--- src/core/rfq_pkg.sv ---
// Constants for the queued receive (read-log) command interpreter.
// Assumes one clock domain shared with the link command layer and an AXI4-Lite register master.
// Behaviour
// - Opcode 65h marks the queued receive command family, and the device recognises it as such.
// - Subcommand value 1h selects read log by DMA; 0h and 2h to 1Fh are reserved.
// - The subcommand sits in bits 4 to 0 of the current feature field, and 01h there requests read log.
// - The high byte of the 16-bit log count comes from the previous feature field.
// - Log address bits 23:0 come from current sector number, cylinder low and cylinder high.
// - Log address bits 47:24 come from the previous copies of those fields, giving a 48-bit address.
// - Successful completion of outstanding commands is reported by a set device bits frame with its interrupt bit set.
// - That frame carries one active bit per tag finished since the last notice, so several may share a frame.
// - An error found before busy is cleared for a received command is reported by a register device-to-host frame.
// - Parameter use, acceptance, completion and error reporting follow the chosen subcommand, not the family.
package rfq_pkg;

	localparam logic [7:0]  CMD_RECV_QUEUED   = 8'h65;
	localparam logic [4:0]  SUBCMD_READ_LOG   = 5'h01;
	localparam int          SUBCMD_MSB        = 4;
	localparam int          TAG_LSB           = 3;
	localparam int          TAG_W             = 5;
	localparam int          NUM_TAGS          = 32;

	// Ata status and error bit positions
	localparam int          STS_ERR_BIT       = 0;
	localparam int          STS_RDY_BIT       = 6;
	localparam int          STS_BSY_BIT       = 7;
	localparam int          ERR_ABT_BIT       = 2;

	// Register byte addresses
	localparam logic [7:0]  ADDR_CTRL         = 8'h00;
	localparam logic [7:0]  ADDR_IRQ_STATUS   = 8'h04;
	localparam logic [7:0]  ADDR_IRQ_MASK     = 8'h08;
	localparam logic [7:0]  ADDR_OUTSTANDING  = 8'h0C;
	localparam logic [7:0]  ADDR_LAST_CMD     = 8'h10;
	localparam logic [7:0]  ADDR_LAST_LBA_LO  = 8'h14;
	localparam logic [7:0]  ADDR_LAST_LBA_HI  = 8'h18;
	localparam logic [7:0]  ADDR_ABORTS       = 8'h1C;

	// Control fields
	localparam int          CTRL_QUEUE_EN_BIT = 0;
	localparam int          CTRL_DEPTH_LSB    = 8;
	localparam logic [31:0] CTRL_RESET        = 32'h0000_1F01;

	// Interrupt status and mask bits
	localparam int          IRQ_ACCEPT_BIT    = 0;
	localparam int          IRQ_ABORT_BIT     = 1;
	localparam int          IRQ_SDB_BIT       = 2;
	localparam int          IRQ_W             = 3;
	localparam logic [2:0]  IRQ_MASK_RESET    = 3'h0;

	// Last command fields
	localparam int          LAST_SUBCMD_LSB   = 0;
	localparam int          LAST_TAG_LSB      = 8;
	localparam int          LAST_COUNT_LSB    = 16;

	localparam logic [1:0]  RESP_OKAY         = 2'h0;
	localparam logic [1:0]  RESP_SLVERR       = 2'h2;

	typedef enum logic [1:0] {
		ST_IDLE,
		ST_CHECK,
		ST_REG_FIS
	} cmd_state_t;

endpackage

--- src/core/rfq_log_cmd.sv ---
// Queued receive command decode, tag bookkeeping and completion frame generation.
// Assumes command blocks and completions arrive from same-clock link logic and the
// register master follows AXI4-Lite; the log data mover sits outside.
`timescale 1ns/10ps
module rfq_log_cmd
	import rfq_pkg::*;
#(
	parameter int ADDR_W = 8
) (
	input  wire logic              i_clk,
	input  wire logic              i_reset_n,
	input  wire logic              i_ce,
	// Command block from the link command layer
	input  wire logic              i_cmd_valid,
	input  wire logic [7:0]        i_command,
	input  wire logic [7:0]        i_feature_cur,
	input  wire logic [7:0]        i_feature_prev,
	input  wire logic [7:0]        i_count_cur,
	input  wire logic [7:0]        i_count_prev,
	input  wire logic [7:0]        i_sector_cur,
	input  wire logic [7:0]        i_sector_prev,
	input  wire logic [7:0]        i_cyl_low_cur,
	input  wire logic [7:0]        i_cyl_low_prev,
	input  wire logic [7:0]        i_cyl_high_cur,
	input  wire logic [7:0]        i_cyl_high_prev,
	output logic                   o_cmd_ready,
	output logic                   o_busy,
	// Read log request to the data mover
	output logic                   o_log_valid,
	output logic [TAG_W-1:0]       o_log_tag,
	output logic [15:0]            o_log_count,
	output logic [47:0]            o_log_lba,
	// Completion from the data mover
	input  wire logic              i_done_valid,
	input  wire logic [TAG_W-1:0]  i_done_tag,
	// Set device bits frame
	output logic                   o_sdb_valid,
	output logic [NUM_TAGS-1:0]    o_sdb_act,
	output logic                   o_sdb_irq,
	output logic [7:0]             o_sdb_status,
	output logic [7:0]             o_sdb_error,
	input  wire logic              i_sdb_ready,
	// Register device-to-host frame
	output logic                   o_rdh_valid,
	output logic [7:0]             o_rdh_status,
	output logic [7:0]             o_rdh_error,
	input  wire logic              i_rdh_ready,
	// AXI4-Lite slave
	input  wire logic [ADDR_W-1:0] s_axi_awaddr,
	input  wire logic              s_axi_awvalid,
	output logic                   s_axi_awready,
	input  wire logic [31:0]       s_axi_wdata,
	input  wire logic [3:0]        s_axi_wstrb,
	input  wire logic              s_axi_wvalid,
	output logic                   s_axi_wready,
	output logic [1:0]             s_axi_bresp,
	output logic                   s_axi_bvalid,
	input  wire logic              s_axi_bready,
	input  wire logic [ADDR_W-1:0] s_axi_araddr,
	input  wire logic              s_axi_arvalid,
	output logic                   s_axi_arready,
	output logic [31:0]            s_axi_rdata,
	output logic [1:0]             s_axi_rresp,
	output logic                   s_axi_rvalid,
	input  wire logic              s_axi_rready,
	output logic                   o_irq
);

	cmd_state_t          state_q;
	logic [TAG_W-1:0]    tag_q;
	logic [4:0]          subcmd_q;
	logic [15:0]         count_q;
	logic [47:0]         lba_q;
	logic [NUM_TAGS-1:0] outstanding_q;
	logic [NUM_TAGS-1:0] done_q;
	logic [31:0]         ctrl_q;
	logic [IRQ_W-1:0]    irq_status_q;
	logic [IRQ_W-1:0]    irq_mask_q;
	logic [15:0]         aborts_q;
	logic [ADDR_W-1:0]   awaddr_q;
	logic                aw_full_q;
	logic [31:0]         wdata_q;
	logic [3:0]          wstrb_q;
	logic                w_full_q;

	logic                cmd_take;
	logic                cmd_error;
	logic                accept_ev;
	logic                abort_ev;
	logic                sdb_load;
	logic                done_hit;
	logic                wr_do;
	logic                wr_hit;
	logic [NUM_TAGS-1:0] done_set;
	logic [7:0]          wr_addr;
	logic [7:0]          rd_addr;
	logic [TAG_W-1:0]    depth_last;

	function automatic logic [31:0] merge(input logic [31:0] old, input logic [31:0] nw, input logic [3:0] be);
		logic [31:0] r;
		r = old;
		for (int b = 0; b < 4; b++) begin
			if (be[b]) begin
				r[b*8 +: 8] = nw[b*8 +: 8];
			end
		end
		return r;
	endfunction

	// Only the receive family is taken; other opcodes belong to other handlers
	assign cmd_take   = i_ce && o_cmd_ready && i_cmd_valid && (i_command == CMD_RECV_QUEUED);
	assign depth_last = ctrl_q[CTRL_DEPTH_LSB +: TAG_W];
	// Checks are chosen per subcommand; only read log defines any
	assign cmd_error  = (subcmd_q != SUBCMD_READ_LOG)
	                  || !ctrl_q[CTRL_QUEUE_EN_BIT]
	                  || (tag_q > depth_last)
	                  || outstanding_q[tag_q];
	assign accept_ev  = i_ce && (state_q == ST_CHECK) && !cmd_error;
	assign abort_ev   = i_ce && (state_q == ST_CHECK) && cmd_error;
	assign done_hit   = i_done_valid && outstanding_q[i_done_tag];
	assign done_set   = done_hit ? (NUM_TAGS'(1) << i_done_tag) : '0;
	assign sdb_load   = i_ce && (|done_q) && (!o_sdb_valid || i_sdb_ready);
	assign wr_do      = i_ce && aw_full_q && w_full_q && !s_axi_bvalid;
	assign wr_addr    = 8'(awaddr_q);
	assign rd_addr    = 8'(s_axi_araddr);
	assign wr_hit     = (wr_addr == ADDR_CTRL) || (wr_addr == ADDR_IRQ_STATUS) || (wr_addr == ADDR_IRQ_MASK);

	// Command sequencing
	always_ff @(posedge i_clk or negedge i_reset_n) begin
		if (!i_reset_n) begin
			state_q     <= ST_IDLE;
			o_cmd_ready <= 1'b0;
			o_busy      <= 1'b0;
		end else if (i_ce) begin
			case (state_q)
				ST_IDLE: begin
					o_cmd_ready <= !cmd_take;
					if (cmd_take) begin
						state_q <= ST_CHECK;
						o_busy  <= 1'b1;
					end
				end
				ST_CHECK: begin
					if (cmd_error) begin
						state_q <= ST_REG_FIS;
					end else begin
						state_q     <= ST_IDLE;
						o_busy      <= 1'b0;
						o_cmd_ready <= 1'b1;
					end
				end
				ST_REG_FIS: begin
					if (o_rdh_valid && i_rdh_ready) begin
						state_q     <= ST_IDLE;
						o_busy      <= 1'b0;
						o_cmd_ready <= 1'b1;
					end
				end
				default: begin
					state_q <= ST_IDLE;
				end
			endcase
		end
	end

	// Field capture
	always_ff @(posedge i_clk or negedge i_reset_n) begin
		if (!i_reset_n) begin
			tag_q    <= '0;
			subcmd_q <= '0;
			count_q  <= '0;
			lba_q    <= '0;
		end else if (cmd_take) begin
			subcmd_q <= i_feature_cur[SUBCMD_MSB:0];
			tag_q    <= i_count_cur[TAG_LSB +: TAG_W];
			count_q  <= {i_feature_prev, i_count_prev};
			lba_q    <= {i_cyl_high_prev, i_cyl_low_prev, i_sector_prev,
			             i_cyl_high_cur, i_cyl_low_cur, i_sector_cur};
		end
	end

	// Request to the data mover, one cycle per accepted command
	always_ff @(posedge i_clk or negedge i_reset_n) begin
		if (!i_reset_n) begin
			o_log_valid <= 1'b0;
			o_log_tag   <= '0;
			o_log_count <= '0;
			o_log_lba   <= '0;
		end else if (i_ce) begin
			o_log_valid <= accept_ev;
			if (accept_ev) begin
				o_log_tag   <= tag_q;
				o_log_count <= count_q;
				o_log_lba   <= lba_q;
			end
		end
	end

	// Error frame before busy is released
	always_ff @(posedge i_clk or negedge i_reset_n) begin
		if (!i_reset_n) begin
			o_rdh_valid  <= 1'b0;
			o_rdh_status <= '0;
			o_rdh_error  <= '0;
		end else if (i_ce) begin
			if (abort_ev) begin
				o_rdh_valid                <= 1'b1;
				o_rdh_status               <= '0;
				o_rdh_status[STS_ERR_BIT]  <= 1'b1;
				o_rdh_status[STS_RDY_BIT]  <= 1'b1;
				o_rdh_error                <= '0;
				o_rdh_error[ERR_ABT_BIT]   <= 1'b1;
			end else if (o_rdh_valid && i_rdh_ready) begin
				o_rdh_valid <= 1'b0;
			end
		end
	end

	// Outstanding tags and completions gathered since the last notice
	always_ff @(posedge i_clk or negedge i_reset_n) begin
		if (!i_reset_n) begin
			outstanding_q <= '0;
			done_q        <= '0;
		end else if (i_ce) begin
			outstanding_q <= (outstanding_q & ~done_set) | (accept_ev ? (NUM_TAGS'(1) << tag_q) : '0);
			// A completion landing on the load cycle stays for the next frame
			done_q        <= (sdb_load ? '0 : done_q) | done_set;
		end
	end

	// Completion frame; holds until the link takes it
	always_ff @(posedge i_clk or negedge i_reset_n) begin
		if (!i_reset_n) begin
			o_sdb_valid  <= 1'b0;
			o_sdb_act    <= '0;
			o_sdb_irq    <= 1'b0;
			o_sdb_status <= '0;
			o_sdb_error  <= '0;
		end else if (i_ce) begin
			if (sdb_load) begin
				o_sdb_valid               <= 1'b1;
				o_sdb_act                 <= done_q;
				o_sdb_irq                 <= 1'b1;
				o_sdb_status              <= '0;
				o_sdb_status[STS_RDY_BIT] <= 1'b1;
				o_sdb_error               <= '0;
			end else if (o_sdb_valid && i_sdb_ready) begin
				o_sdb_valid <= 1'b0;
			end
		end
	end

	// Write channels, address and data taken in either order
	always_ff @(posedge i_clk or negedge i_reset_n) begin
		if (!i_reset_n) begin
			aw_full_q     <= 1'b0;
			w_full_q      <= 1'b0;
			awaddr_q      <= '0;
			wdata_q       <= '0;
			wstrb_q       <= '0;
			s_axi_awready <= 1'b1;
			s_axi_wready  <= 1'b1;
			s_axi_bvalid  <= 1'b0;
			s_axi_bresp   <= RESP_OKAY;
		end else if (i_ce) begin
			if (s_axi_awvalid && s_axi_awready) begin
				aw_full_q     <= 1'b1;
				awaddr_q      <= s_axi_awaddr;
				s_axi_awready <= 1'b0;
			end
			if (s_axi_wvalid && s_axi_wready) begin
				w_full_q     <= 1'b1;
				wdata_q      <= s_axi_wdata;
				wstrb_q      <= s_axi_wstrb;
				s_axi_wready <= 1'b0;
			end
			if (wr_do) begin
				s_axi_bvalid <= 1'b1;
				s_axi_bresp  <= wr_hit ? RESP_OKAY : RESP_SLVERR;
			end else if (s_axi_bvalid && s_axi_bready) begin
				s_axi_bvalid  <= 1'b0;
				aw_full_q     <= 1'b0;
				w_full_q      <= 1'b0;
				s_axi_awready <= 1'b1;
				s_axi_wready  <= 1'b1;
			end
		end
	end

	// Software control: queueing enable and highest legal tag
	always_ff @(posedge i_clk or negedge i_reset_n) begin
		if (!i_reset_n) begin
			ctrl_q     <= CTRL_RESET;
			irq_mask_q <= IRQ_MASK_RESET;
		end else if (wr_do) begin
			if (wr_addr == ADDR_CTRL) begin
				ctrl_q <= merge(ctrl_q, wdata_q, wstrb_q);
			end
			if (wr_addr == ADDR_IRQ_MASK && wstrb_q[0]) begin
				irq_mask_q <= wdata_q[IRQ_W-1:0];
			end
		end
	end

	// Sticky events; a new event wins over a write-one clear in the same cycle
	always_ff @(posedge i_clk or negedge i_reset_n) begin
		if (!i_reset_n) begin
			irq_status_q <= '0;
			aborts_q     <= '0;
		end else if (i_ce) begin
			irq_status_q <= (irq_status_q
			                 & ~((wr_do && wr_addr == ADDR_IRQ_STATUS && wstrb_q[0]) ? wdata_q[IRQ_W-1:0] : '0))
			                | {sdb_load, abort_ev, accept_ev};
			if (abort_ev) begin
				aborts_q <= aborts_q + 16'h0001;
			end
		end
	end

	always_ff @(posedge i_clk or negedge i_reset_n) begin
		if (!i_reset_n) begin
			o_irq <= 1'b0;
		end else if (i_ce) begin
			o_irq <= |(irq_status_q & irq_mask_q);
		end
	end

	// Read channel, answer one cycle after the address is taken
	always_ff @(posedge i_clk or negedge i_reset_n) begin
		if (!i_reset_n) begin
			s_axi_arready <= 1'b1;
			s_axi_rvalid  <= 1'b0;
			s_axi_rdata   <= '0;
			s_axi_rresp   <= RESP_OKAY;
		end else if (i_ce) begin
			if (s_axi_arvalid && s_axi_arready) begin
				s_axi_arready <= 1'b0;
				s_axi_rvalid  <= 1'b1;
				s_axi_rresp   <= RESP_OKAY;
				case (rd_addr)
					ADDR_CTRL:        s_axi_rdata <= ctrl_q;
					ADDR_IRQ_STATUS:  s_axi_rdata <= 32'(irq_status_q);
					ADDR_IRQ_MASK:    s_axi_rdata <= 32'(irq_mask_q);
					ADDR_OUTSTANDING: s_axi_rdata <= outstanding_q;
					ADDR_LAST_CMD: begin
						s_axi_rdata <= '0;
						s_axi_rdata[LAST_SUBCMD_LSB +: 5] <= subcmd_q;
						s_axi_rdata[LAST_TAG_LSB +: TAG_W] <= tag_q;
						s_axi_rdata[LAST_COUNT_LSB +: 16]  <= count_q;
					end
					ADDR_LAST_LBA_LO: s_axi_rdata <= lba_q[31:0];
					ADDR_LAST_LBA_HI: s_axi_rdata <= {16'h0000, lba_q[47:32]};
					ADDR_ABORTS:      s_axi_rdata <= {16'h0000, aborts_q};
					default: begin
						s_axi_rdata <= '0;
						s_axi_rresp <= RESP_SLVERR;
					end
				endcase
			end else if (s_axi_rvalid && s_axi_rready) begin
				s_axi_rvalid  <= 1'b0;
				s_axi_arready <= 1'b1;
			end
		end
	end

endmodule

--- config.mk ---
export PLATFORM = sky130hd
export DESIGN_NAME = rfq_log_cmd
export DESIGN_NICKNAME = d
export VERILOG_FILES = /design/src/core/rfq_pkg.sv /design/src/core/rfq_log_cmd.sv
export SDC_FILE = /design/constraint.sdc
export NUM_CORES = 1
export LEC_CHECK = 0
export ABC_AREA = 1
export BUFFER_PORTS_ARGS = -buffer_cell sky130_fd_sc_hd__buf_4
export CORE_ASPECT_RATIO = 1.1
export CORE_MARGIN = 8
export CORE_UTILIZATION = 40
export CTS_BUF_LIST = sky130_fd_sc_hd__clkbuf_4 sky130_fd_sc_hd__clkbuf_8
export CTS_CLUSTER_SIZE = 30
export DETAILED_ROUTE_END_ITERATION = 10
export SYNTH_ARGS = -nofsm -noshare
export SYNTH_HDL_FRONTEND = slang
export SYNTH_SLANG_ARGS = --single-unit
--- constraint.sdc ---
create_clock -name i_clk -period 3.19 [get_ports i_clk]
set_clock_uncertainty 0.15 [all_clocks]
set_input_delay 0 -clock i_clk [delete_from_list [all_inputs] [get_ports i_clk]]
set_output_delay 0 -clock i_clk [all_outputs]
set_load 0.02 [all_outputs]
== After elaboration in Yosys (flattened, before gate mapping) ==
Index checks and enable logic that the tools add are counted.

* Output and inout port bits: 181
* Register bits: 391
* Word-level logic and storage cells: 176
* Input port bits: 157

* Shifts and indexed selects: 2
* Eq/ne operators: 16
* Reductions and logical operators: 63
* Muxes and demuxes: 43
* Add/subtract/negate cells: 1
* Bitwise operators: 8
* $lt $le $gt $ge: 3

{| class="wikitable"
|+ Operators with widths
! operator !! count
|-
| case mux 32 bit (8 select lines) || 1
|-
| 2-to-1 mux 32 bit || 3
|-
| bitwise OR 32 bit || 2
|-
| left shift 1 x 5 -> 32 bit (first input constant) || 2
|-
| bitwise AND 32 bit || 1
|-
| == test 8 x 5 -> 1 bit (second input constant) || 4
|-
| inverter 32 bit || 1
|-
| OR reduction 32 bit || 1
|-
| 2-to-1 mux 1 bit || 28
|-
| == test 8 x 4 -> 1 bit (second input constant) || 3
|-
| AND reduction 2 bit || 12
|-
| logical AND 1 bit || 22
|-
| adder 16 x 1 -> 16 bit (second input constant) || 1
|-
| == test 8 x 3 -> 1 bit (second input constant) || 2
|-
| zero test 8 bit || 2
|-
| AND reduction 3 bit || 5
|-
| less-than comparator 5 x 6 -> 1 bit (second input constant) || 2
|-
| binary-select mux 1 bit (select 5 bit) || 2
|-
| 2-to-1 mux 2 bit || 5
|-
| == test 8 x 7 -> 1 bit (second input constant) || 1
|-
| nonzero test 2 bit || 4
|-
| OR reduction 8 bit || 1
|-
| bitwise AND 3 bit || 2
|-
| logical OR 1 bit || 6
|-
| other kinds (16) || 23
|}

== Depth between registers and ports, before layout ==
Gate-level depths: netlist (run 1).

* Word-level depth: 9
* Gate-level depth with buffers: 16
* Mapped depth without buffers: 14

== Least setup slack after synthesis (run 1) ==
Ideal clock, no wire load.

* Kind: register to register
* From: register ctrl_q[12]
* To: register aborts_q[10]
* Data required time: 2923 ps
* Arrival: 1976 ps
* Stages on the path, launching flop included: 15
* Path slack: 947 ps
* Buffers on the path: 1
* Setup time: 117 ps
* Clock period less this slack: 2243 ps
* Path through: dfstp_2 inv_1 ha_1 nand2_1 nor2_1 nand2_1 o211ai_1 a21oi_1 nand3_2 nand2_1 inv_2 nand2_2 buf_4 nand2_1 nand2_1

* Cells in the longest elaborated chain, start to end: 5

{| class="wikitable"
|+ RTL lines
! what !! line !! RTL
|-
| start, declared || rfq_log_cmd.sv:76 || <nowiki>logic [31:0] ctrl_q;</nowiki>
|-
| start signal, assigned || rfq_log_cmd.sv:297 || <nowiki>ctrl_q <= merge(ctrl_q, wdata_q, wstrb_q);</nowiki>
|-
| greater-than comparator 5 bit || rfq_log_cmd.sv:116 || <nowiki>|| (tag_q > depth_last)</nowiki>
|-
| logical OR 1 bit || rfq_log_cmd.sv:116 ||
|-
| logical OR 1 bit || rfq_log_cmd.sv:117 || <nowiki>|| outstanding_q[tag_q];</nowiki>
|-
| logical AND 1 bit || rfq_log_cmd.sv:119 || <nowiki>assign abort_ev = i_ce && (state_q == ST_CHECK) && cmd_error;</nowiki>
|-
| AND reduction 2 bit (no line) || - ||
|-
| end signal, assigned || rfq_log_cmd.sv:315 || <nowiki>aborts_q <= aborts_q + 16'h0001;</nowiki>
|-
| end, declared || rfq_log_cmd.sv:79 || <nowiki>logic [15:0] aborts_q;</nowiki>
|}

Every way passes these cells.
A chain may end at the register's enable or synchronous reset.

== Final worst setup path (run 1) ==
* From: input port i_ce
* To: register wdata_q[14]

* Cells in the longest elaborated chain, start to end: 1

{| class="wikitable"
|+ RTL lines
! what !! line !! RTL
|-
| start, declared || rfq_log_cmd.sv:12 || <nowiki>input wire logic i_ce,</nowiki>
|-
| AND reduction 2 bit (no line) || - ||
|-
| end signal, assigned || rfq_log_cmd.sv:273 || <nowiki>wdata_q <= s_axi_wdata;</nowiki>
|-
| end, declared || rfq_log_cmd.sv:82 || <nowiki>logic [31:0] wdata_q;</nowiki>
|}

Every way passes these cells.

==> flow_metrics.tcl, run 1 <==
set metrics [dict create \
    clock-sinks 388 \
    core_mm2 0.04314 \
    crit_fanout 27 \
    grt_antenna_before_repair 1 \
    clock_latency_ns 0.64 \
    routabilityCongestion 0.9375 \
    grt_use_total 0.2735 \
    syn_to_final_growth_pct 53.14 \
    firstDrtPassIters 7 \
    die_h_um 234.4 \
    setup_violations 0 \
    crit_family "buffers and inverters" \
    reg2reg_to "s_axi_rdata[3]" \
    fin_util 0.6157 \
    slew_headroom 0.3283 \
    finalCriticalPeriod_ns 3.035 \
    synthArstFlopShare 1.000 \
    wl_mm 69.40 \
    synthMuxAreaShare 0.004544 \
    clock-root-buffer "clkbuf_8" \
    fin_nets 3065 \
    htree_levels 3 \
    cts_tree "done" \
    placed_area_mm2 0.02026 \
    worstHoldStart "s_axi_wdata[24]" \
    io_buffer_count 301 \
    ir_drop_v 0.0005265 \
    cp_slowest_cell "dlygate4sd3_1" \
    yosys.area_share.simple 0.2589 \
    status "completed" \
    syn_avg_cell_area_um2 8.279 \
    critical_path.cell_chain "dlygate4sd3_1, buf_4, buf_4, nand2_1, nor2_4, buf_4, nand2_1, dlygate4sd3_1, o21ai_0, dlygate4sd3_1" \
    layout-drive-gt1-share 0.1677 \
    post_drt_wl_per_cell_um 19.72 \
    vias 17790 \
    p_leak_uw 0.01303 \
    worstPathArrival_ns 3.45 \
    path_buf_inv 6 \
    synth_warnings 0 \
    worst_pin_slew_ns 1.004 \
    setup_tns_ns 0 \
    io_pins 338 \
    max-cap-violations 0 \
    grt_pass1_wl_mm 107.7 \
    yosysUniqueCellTypes 41 \
    p_per_area_mw_per_mm2 498.4 \
    ff2ff_path_depth 7 \
    synthAdderAreaFrac 0.007213 \
    postRouteAntennaNets 0 \
    synthXorXnorAreaFrac 0.007069 \
    slowest_delay_ns 0.59 \
    syn_area_mm2 0.01735 \
    crit_start "i_ce" \
    cp-start-kind "input port" \
    synth_seq_cells 388 \
    worst_r2r_startpoint "s_axi_arready" \
    vias_per_cell 5.055 \
    grt_start_max_net_pins 99 \
    drc_errors 0 \
    cts_buffers 66 \
    setup.worst_path.end "wdata_q[14]" \
    path_class "in -> reg" \
    clk_path_buf_depth 3 \
    fp.dieW_um 214.6 \
    rrSetupSlack_ns 0.25 \
    timing.fmax_mhz 329.5 \
    overflow 0 \
    yosysSeqAreaShare 0.5604 \
    cp-end-kind "register" \
    synth_top_family_by_area "simple AND/OR/NAND/NOR gates" \
    synth_compound_area_frac 0.08772 \
    cp.depth 10 \
    netlist_instances 2095 \
    synth_ff_type "dfrtp_1" \
    dieArea_mm2 0.05029 \
    drt_iter0_drc 1367 \
    min_path_type "in -> reg" \
    hpwl_mm 44.54 \
    path_clk_slew_ns 0.06 \
    slew_viol_final 0 \
    rsz0062_at_grt "false" \
    hold_viol 0 \
    first_global_vias 18580 \
    fin_area_mm2 0.02656 \
    start_util 0.4021 \
    std_cell_rows 80 \
    crit_required_ns 3.61 \
    period_share 0.9514 \
    synth_edf_count 0 \
]
==> worst register-to-register path, stage by stage, from the launching register on <==
cell	delay, ns
dfstp_2	0.55
nand3_2	0.11
nor4_4	0.25
dlygate4sd3_1	0.61
nand2_1	0.06
dlygate4sd3_1	0.56
nand2_1	0.06
dlygate4sd3_1	0.53
==> synthesized netlist by cell type (2+ instances only) <==
cell       count  share of area
mux2_2         7         0.0045
a21oi_1       19         0.0055
nand2_1      840           0.18
buf_2         23         0.0066
nor2_1        36         0.0078
o21ai_0      207          0.060
o21ai_1       11         0.0032
o21a_1         2        0.00087
nand3_1      125          0.036
buf_1          5         0.0011
a22o_1         2         0.0010
o2111ai_1     11         0.0056
inv_1        159          0.034
nand4_1       37          0.013
o22ai_1       13         0.0047
clkbuf_1      65          0.014
nor4_1         9         0.0032
a22oi_1        3         0.0013
inv_2          6         0.0013
o211ai_1       2        0.00087
xor2_1        14         0.0071
a211oi_1       6         0.0026
buf_4         36          0.016
dfrtp_1      379           0.55
nor4_2         3         0.0022
clkinv_1       4        0.00087
nor3_1        40          0.012
dfstp_2        9          0.014
ha_1          10         0.0072
==> final cells by class <==
cell class	instances	area (µm²)
Fill cell	3587	16580
Sequential cell	388	9721
Timing Repair Buffer	834	7610
Multi-Input combinational cell	1439	6509
Clock buffer	105	1301
Tap cell	574	718.2
Inverter	169	634.4
Clock inverter	10	67.56
Antenna cell	1	2.502
==> cell usage in the layout, fill, tap and decap left out, types with 7 or more instances in the layout <==
cell / count
nor3_1: 39
o2111ai_1: 11
inv_1: 159
xor2_1: 14
nand2_1: 840
o22ai_1: 13
buf_12: 9
clkbuf_4: 23
conb_1: 30
dlygate4sd3_1: 491
a21oi_1: 19
buf_4: 333
nor2_1: 35
dfrtp_1: 379
clkbuf_8: 82
ha_1: 10
mux2_2: 7
nand3_1: 123
o21ai_0: 207
dfstp_2: 9
o21ai_1: 11
nor4_1: 9
nand4_1: 37
==> repair_timing <==
item / CTS / global route
hold buffers: 491 / 0
endpoints found under the hold margin: 636 / 0
gates resized for setup: 0 / 2
setup endpoints to repair: 0 / 6
buffers inserted: 0 / 0
==> worst min path at each step <==
stage | cells after the start | slack (ns) | end
after floorplan | 0 | -0.45 | aborts_q[0]
after global placement | 1 | -0.03 | o_sdb_act[12]
after detailed placement | 1 | -0.02 | o_sdb_irq
after CTS | 4 | 0.003 | wdata_q[24]
after global routing | 4 | 0.09 | wdata_q[24]
final | 4 | 0.05 | wdata_q[24]
==> sequential cells by signal (all words and copies together), names as in the netlist, 8 cells and up <==
name	flops
o_log_count	16
o_sdb_act	32
ctrl_q	32
wdata_q	32
count_q	16
s_axi_rdata	32
lba_q	48
awaddr_q	8
aborts_q	16
done_q	32
outstanding_q	32
o_log_lba	48
==> through the flow <==
step | setup WS (ns) | total power [µW] | cells | hold slack, ns
finish | 0.1551 | 13240 | 3520 | 0.04832
global placement | 0.6602 | 7765 | 2912 | -0.02592
detailed placement | 0.6259 | 7829 | 2912 | -0.02046
CTS | 0.1411 | 13190 | 3518 | 0.003043
floorplan | 0.9471 | 6941 | 2124 | -0.4456
global route | 0.03486 | 13860 | 3520 | 0.08545
==> power breakdown <==
part           internal, µW  total [µW]  switching, µW
Combinational          1290        2820           1530
Clock                  2590        4680           2090
Sequential             5460        5740            276
==> per-layer routing <==
metal | global-route usage | vias up | share of wire
met5 | 0 | - | 0
met1 | 0.3321 | 8610 | 0.40
met2 | 0.4646 | 693 | 0.49
met3 | 0.05031 | 192 | 0.059
met4 | 0.1402 | 0 | 0.050
li1 | - | 8298 | -
==> logic make-up (layout without fill, tap and decap cells) <==
kind of cell | count (synthesis) | after routing
other cells | 1 | 31
flops | 388 | 388
mux | 7 | 7
xor+xnor | 14 | 14
simple gates | 1096 | 1097
fa+ha+maj | 10 | 10
buf+inv | 298 | 1118
compound gates | 281 | 281
(Power assumes the default switching activity.)
==> run 2, diff against run 1 <==
- CORE_ASPECT_RATIO: 1.1 -> not set
==> flow_metrics.tcl, run 2 (same netlist as run 1, synthesis figures left out) <==
set metrics [dict create \
    cts_buffers 67 \
    crit_fanout 39 \
    post_drt_wl_per_cell_um 19.28 \
    cp-start-kind "input port" \
    clock-root-buffer "clkbuf_8" \
    start_util 0.4036 \
    status "completed" \
    drt_iter0_drc 1732 \
    rrSetupSlack_ns 0.19 \
    core_mm2 0.04298 \
    ir_drop_v 0.0003746 \
    p_leak_uw 0.01295 \
    cts_tree "done" \
    max-cap-violations 0 \
    grt_antenna_before_repair 2 \
    firstDrtPassIters 7 \
    clock-sinks 388 \
    period_share 0.9789 \
    wl_mm 67.71 \
    drc_errors 0 \
    slew_viol_final 0 \
    setup_tns_ns 0 \
    fin_util 0.6138 \
    die_h_um 224.2 \
    std_cell_rows 76 \
    slew_headroom 0.4033 \
    grt_pass1_wl_mm 105.1 \
    htree_levels 3 \
    worst_pin_slew_ns 0.8940 \
    overflow 0 \
    path_clk_slew_ns 0.06 \
    syn_to_final_growth_pct 52.10 \
    vias 17750 \
    p_per_area_mw_per_mm2 502.2 \
    layout-drive-gt1-share 0.1676 \
    io_buffer_count 301 \
    hold_viol 0 \
    clock_latency_ns 0.61 \
    cp-end-kind "register" \
    rsz0062_at_grt "false" \
    min_path_type "in -> reg" \
    setup_violations 0 \
    grt_start_max_net_pins 97 \
    fillers 3668 \
    clk_path_buf_depth 3 \
    hpwl_mm 43.49 \
    first_global_vias 18200 \
    final_cell_mix "nand2_1 (840), dlygate4sd3_1 (473), dfrtp_1 (379), buf_4 (334), o21ai_0 (207)" \
    finalCriticalPeriod_ns 3.123 \
    vias_per_cell 5.054 \
    timing.fmax_mhz 320.2 \
    layout_top_registers "lba_q (48), o_log_lba (48)" \
    routabilityCongestion 0.9138 \
    worstPathArrival_ns 3.51 \
    fp.dieW_um 224.2 \
    io_pins 338 \
    fin_nets 3048 \
    postRouteAntennaNets 0 \
    final_common_cell "nand2_1" \
    dieArea_mm2 0.05028 \
    crit_required_ns 3.58 \
    grt_use_total 0.2658 \
    path_class "in -> reg" \
]
## run 2: cell type report
class | count | area, µm² | area share
Antenna cell | 4 | 10.01 | 0.0003794
Tap cell | 585 | 732.0 | 0.02774
Timing Repair Buffer | 817 | 7433 | 0.2818
Clock inverter | 12 | 102.6 | 0.003889
Sequential cell | 388 | 9721 | 0.3685
Multi-Input combinational cell | 1438 | 6491 | 0.2461
Inverter | 169 | 634.4 | 0.02405
Clock buffer | 100 | 1257 | 0.04766
## run 2: timing repair
item / CTS / global route
resized for setup: 0 / 1
endpoints found under the setup margin: 0 / 23
hold buffers: 473 / 0
endpoints found under the hold margin: 648 / 0
setup buffers: 0 / 2
## run 2: per-stage QoR
step / instances / cell area [µm²] / total power (µW) / hold slack (ns) / setup WS [ns]
2_1_floorplan: 2124 / 17450 / 6941 / -0.4456 / 0.9471
3_3_place_gp: 2921 / 20250 / 7753 / -0.06748 / 0.5482
3_5_place_dp: 2921 / 20250 / 7806 / -0.04747 / 0.5423
4_1_cts: 3506 / 26340 / 13190 / 0.002244 / 0.1192
5_1_grt: 3511 / 26380 / 13890 / 0.1081 / 0.03514
6_report: 3513 / 26380 / 13250 / 0.08794 / 0.06734
## run 2: power breakdown
group	switching, µW	internal (µW)
logic	1530	1310
registers	281	5460
clock network	2070	2600
## run 2: worst max-delay path, stage by stage
cell and delay, ns:
dlygate4sd3_1 0.55, buf_4 0.14, inv_1 0.05, nand4_1 0.06, dlygate4sd3_1 0.61, nor4_4 0.25, buf_4 0.21, buf_6 0.33
nand2_1 0.07, dlygate4sd3_1 0.59, nand2_1 0.08, dlygate4sd3_1 0.55
## run 2: per-layer routing
layer | wire length, µm | GRT usage | vias up
met2 | 31220 | 0.4208 | 774
met3 | 5155 | 0.04950 | 134
met4 | 2560 | 0.1087 | 0
li1 | - | - | 8259
met5 | 0 | 0 | -
met1 | 28780 | 0.3577 | 8586
## run 2: path summary, 6_finish.rpt
| path | startpoint | to | cells after the start |
|---|---|---|---|
| max | i_command[1] | count_q[6] | 12 |
| min | s_axi_awaddr[3] | awaddr_q[3] | 4 |
| max reg2reg | s_axi_wready | wdata_q[23] | 7 |
| min reg2reg | o_log_lba[34] | o_log_lba[34] | 2 |
| max in group asynchronous | i_reset_n | o_log_count[5] | 4 |
| min in group asynchronous | i_reset_n | o_sdb_irq | 3 |
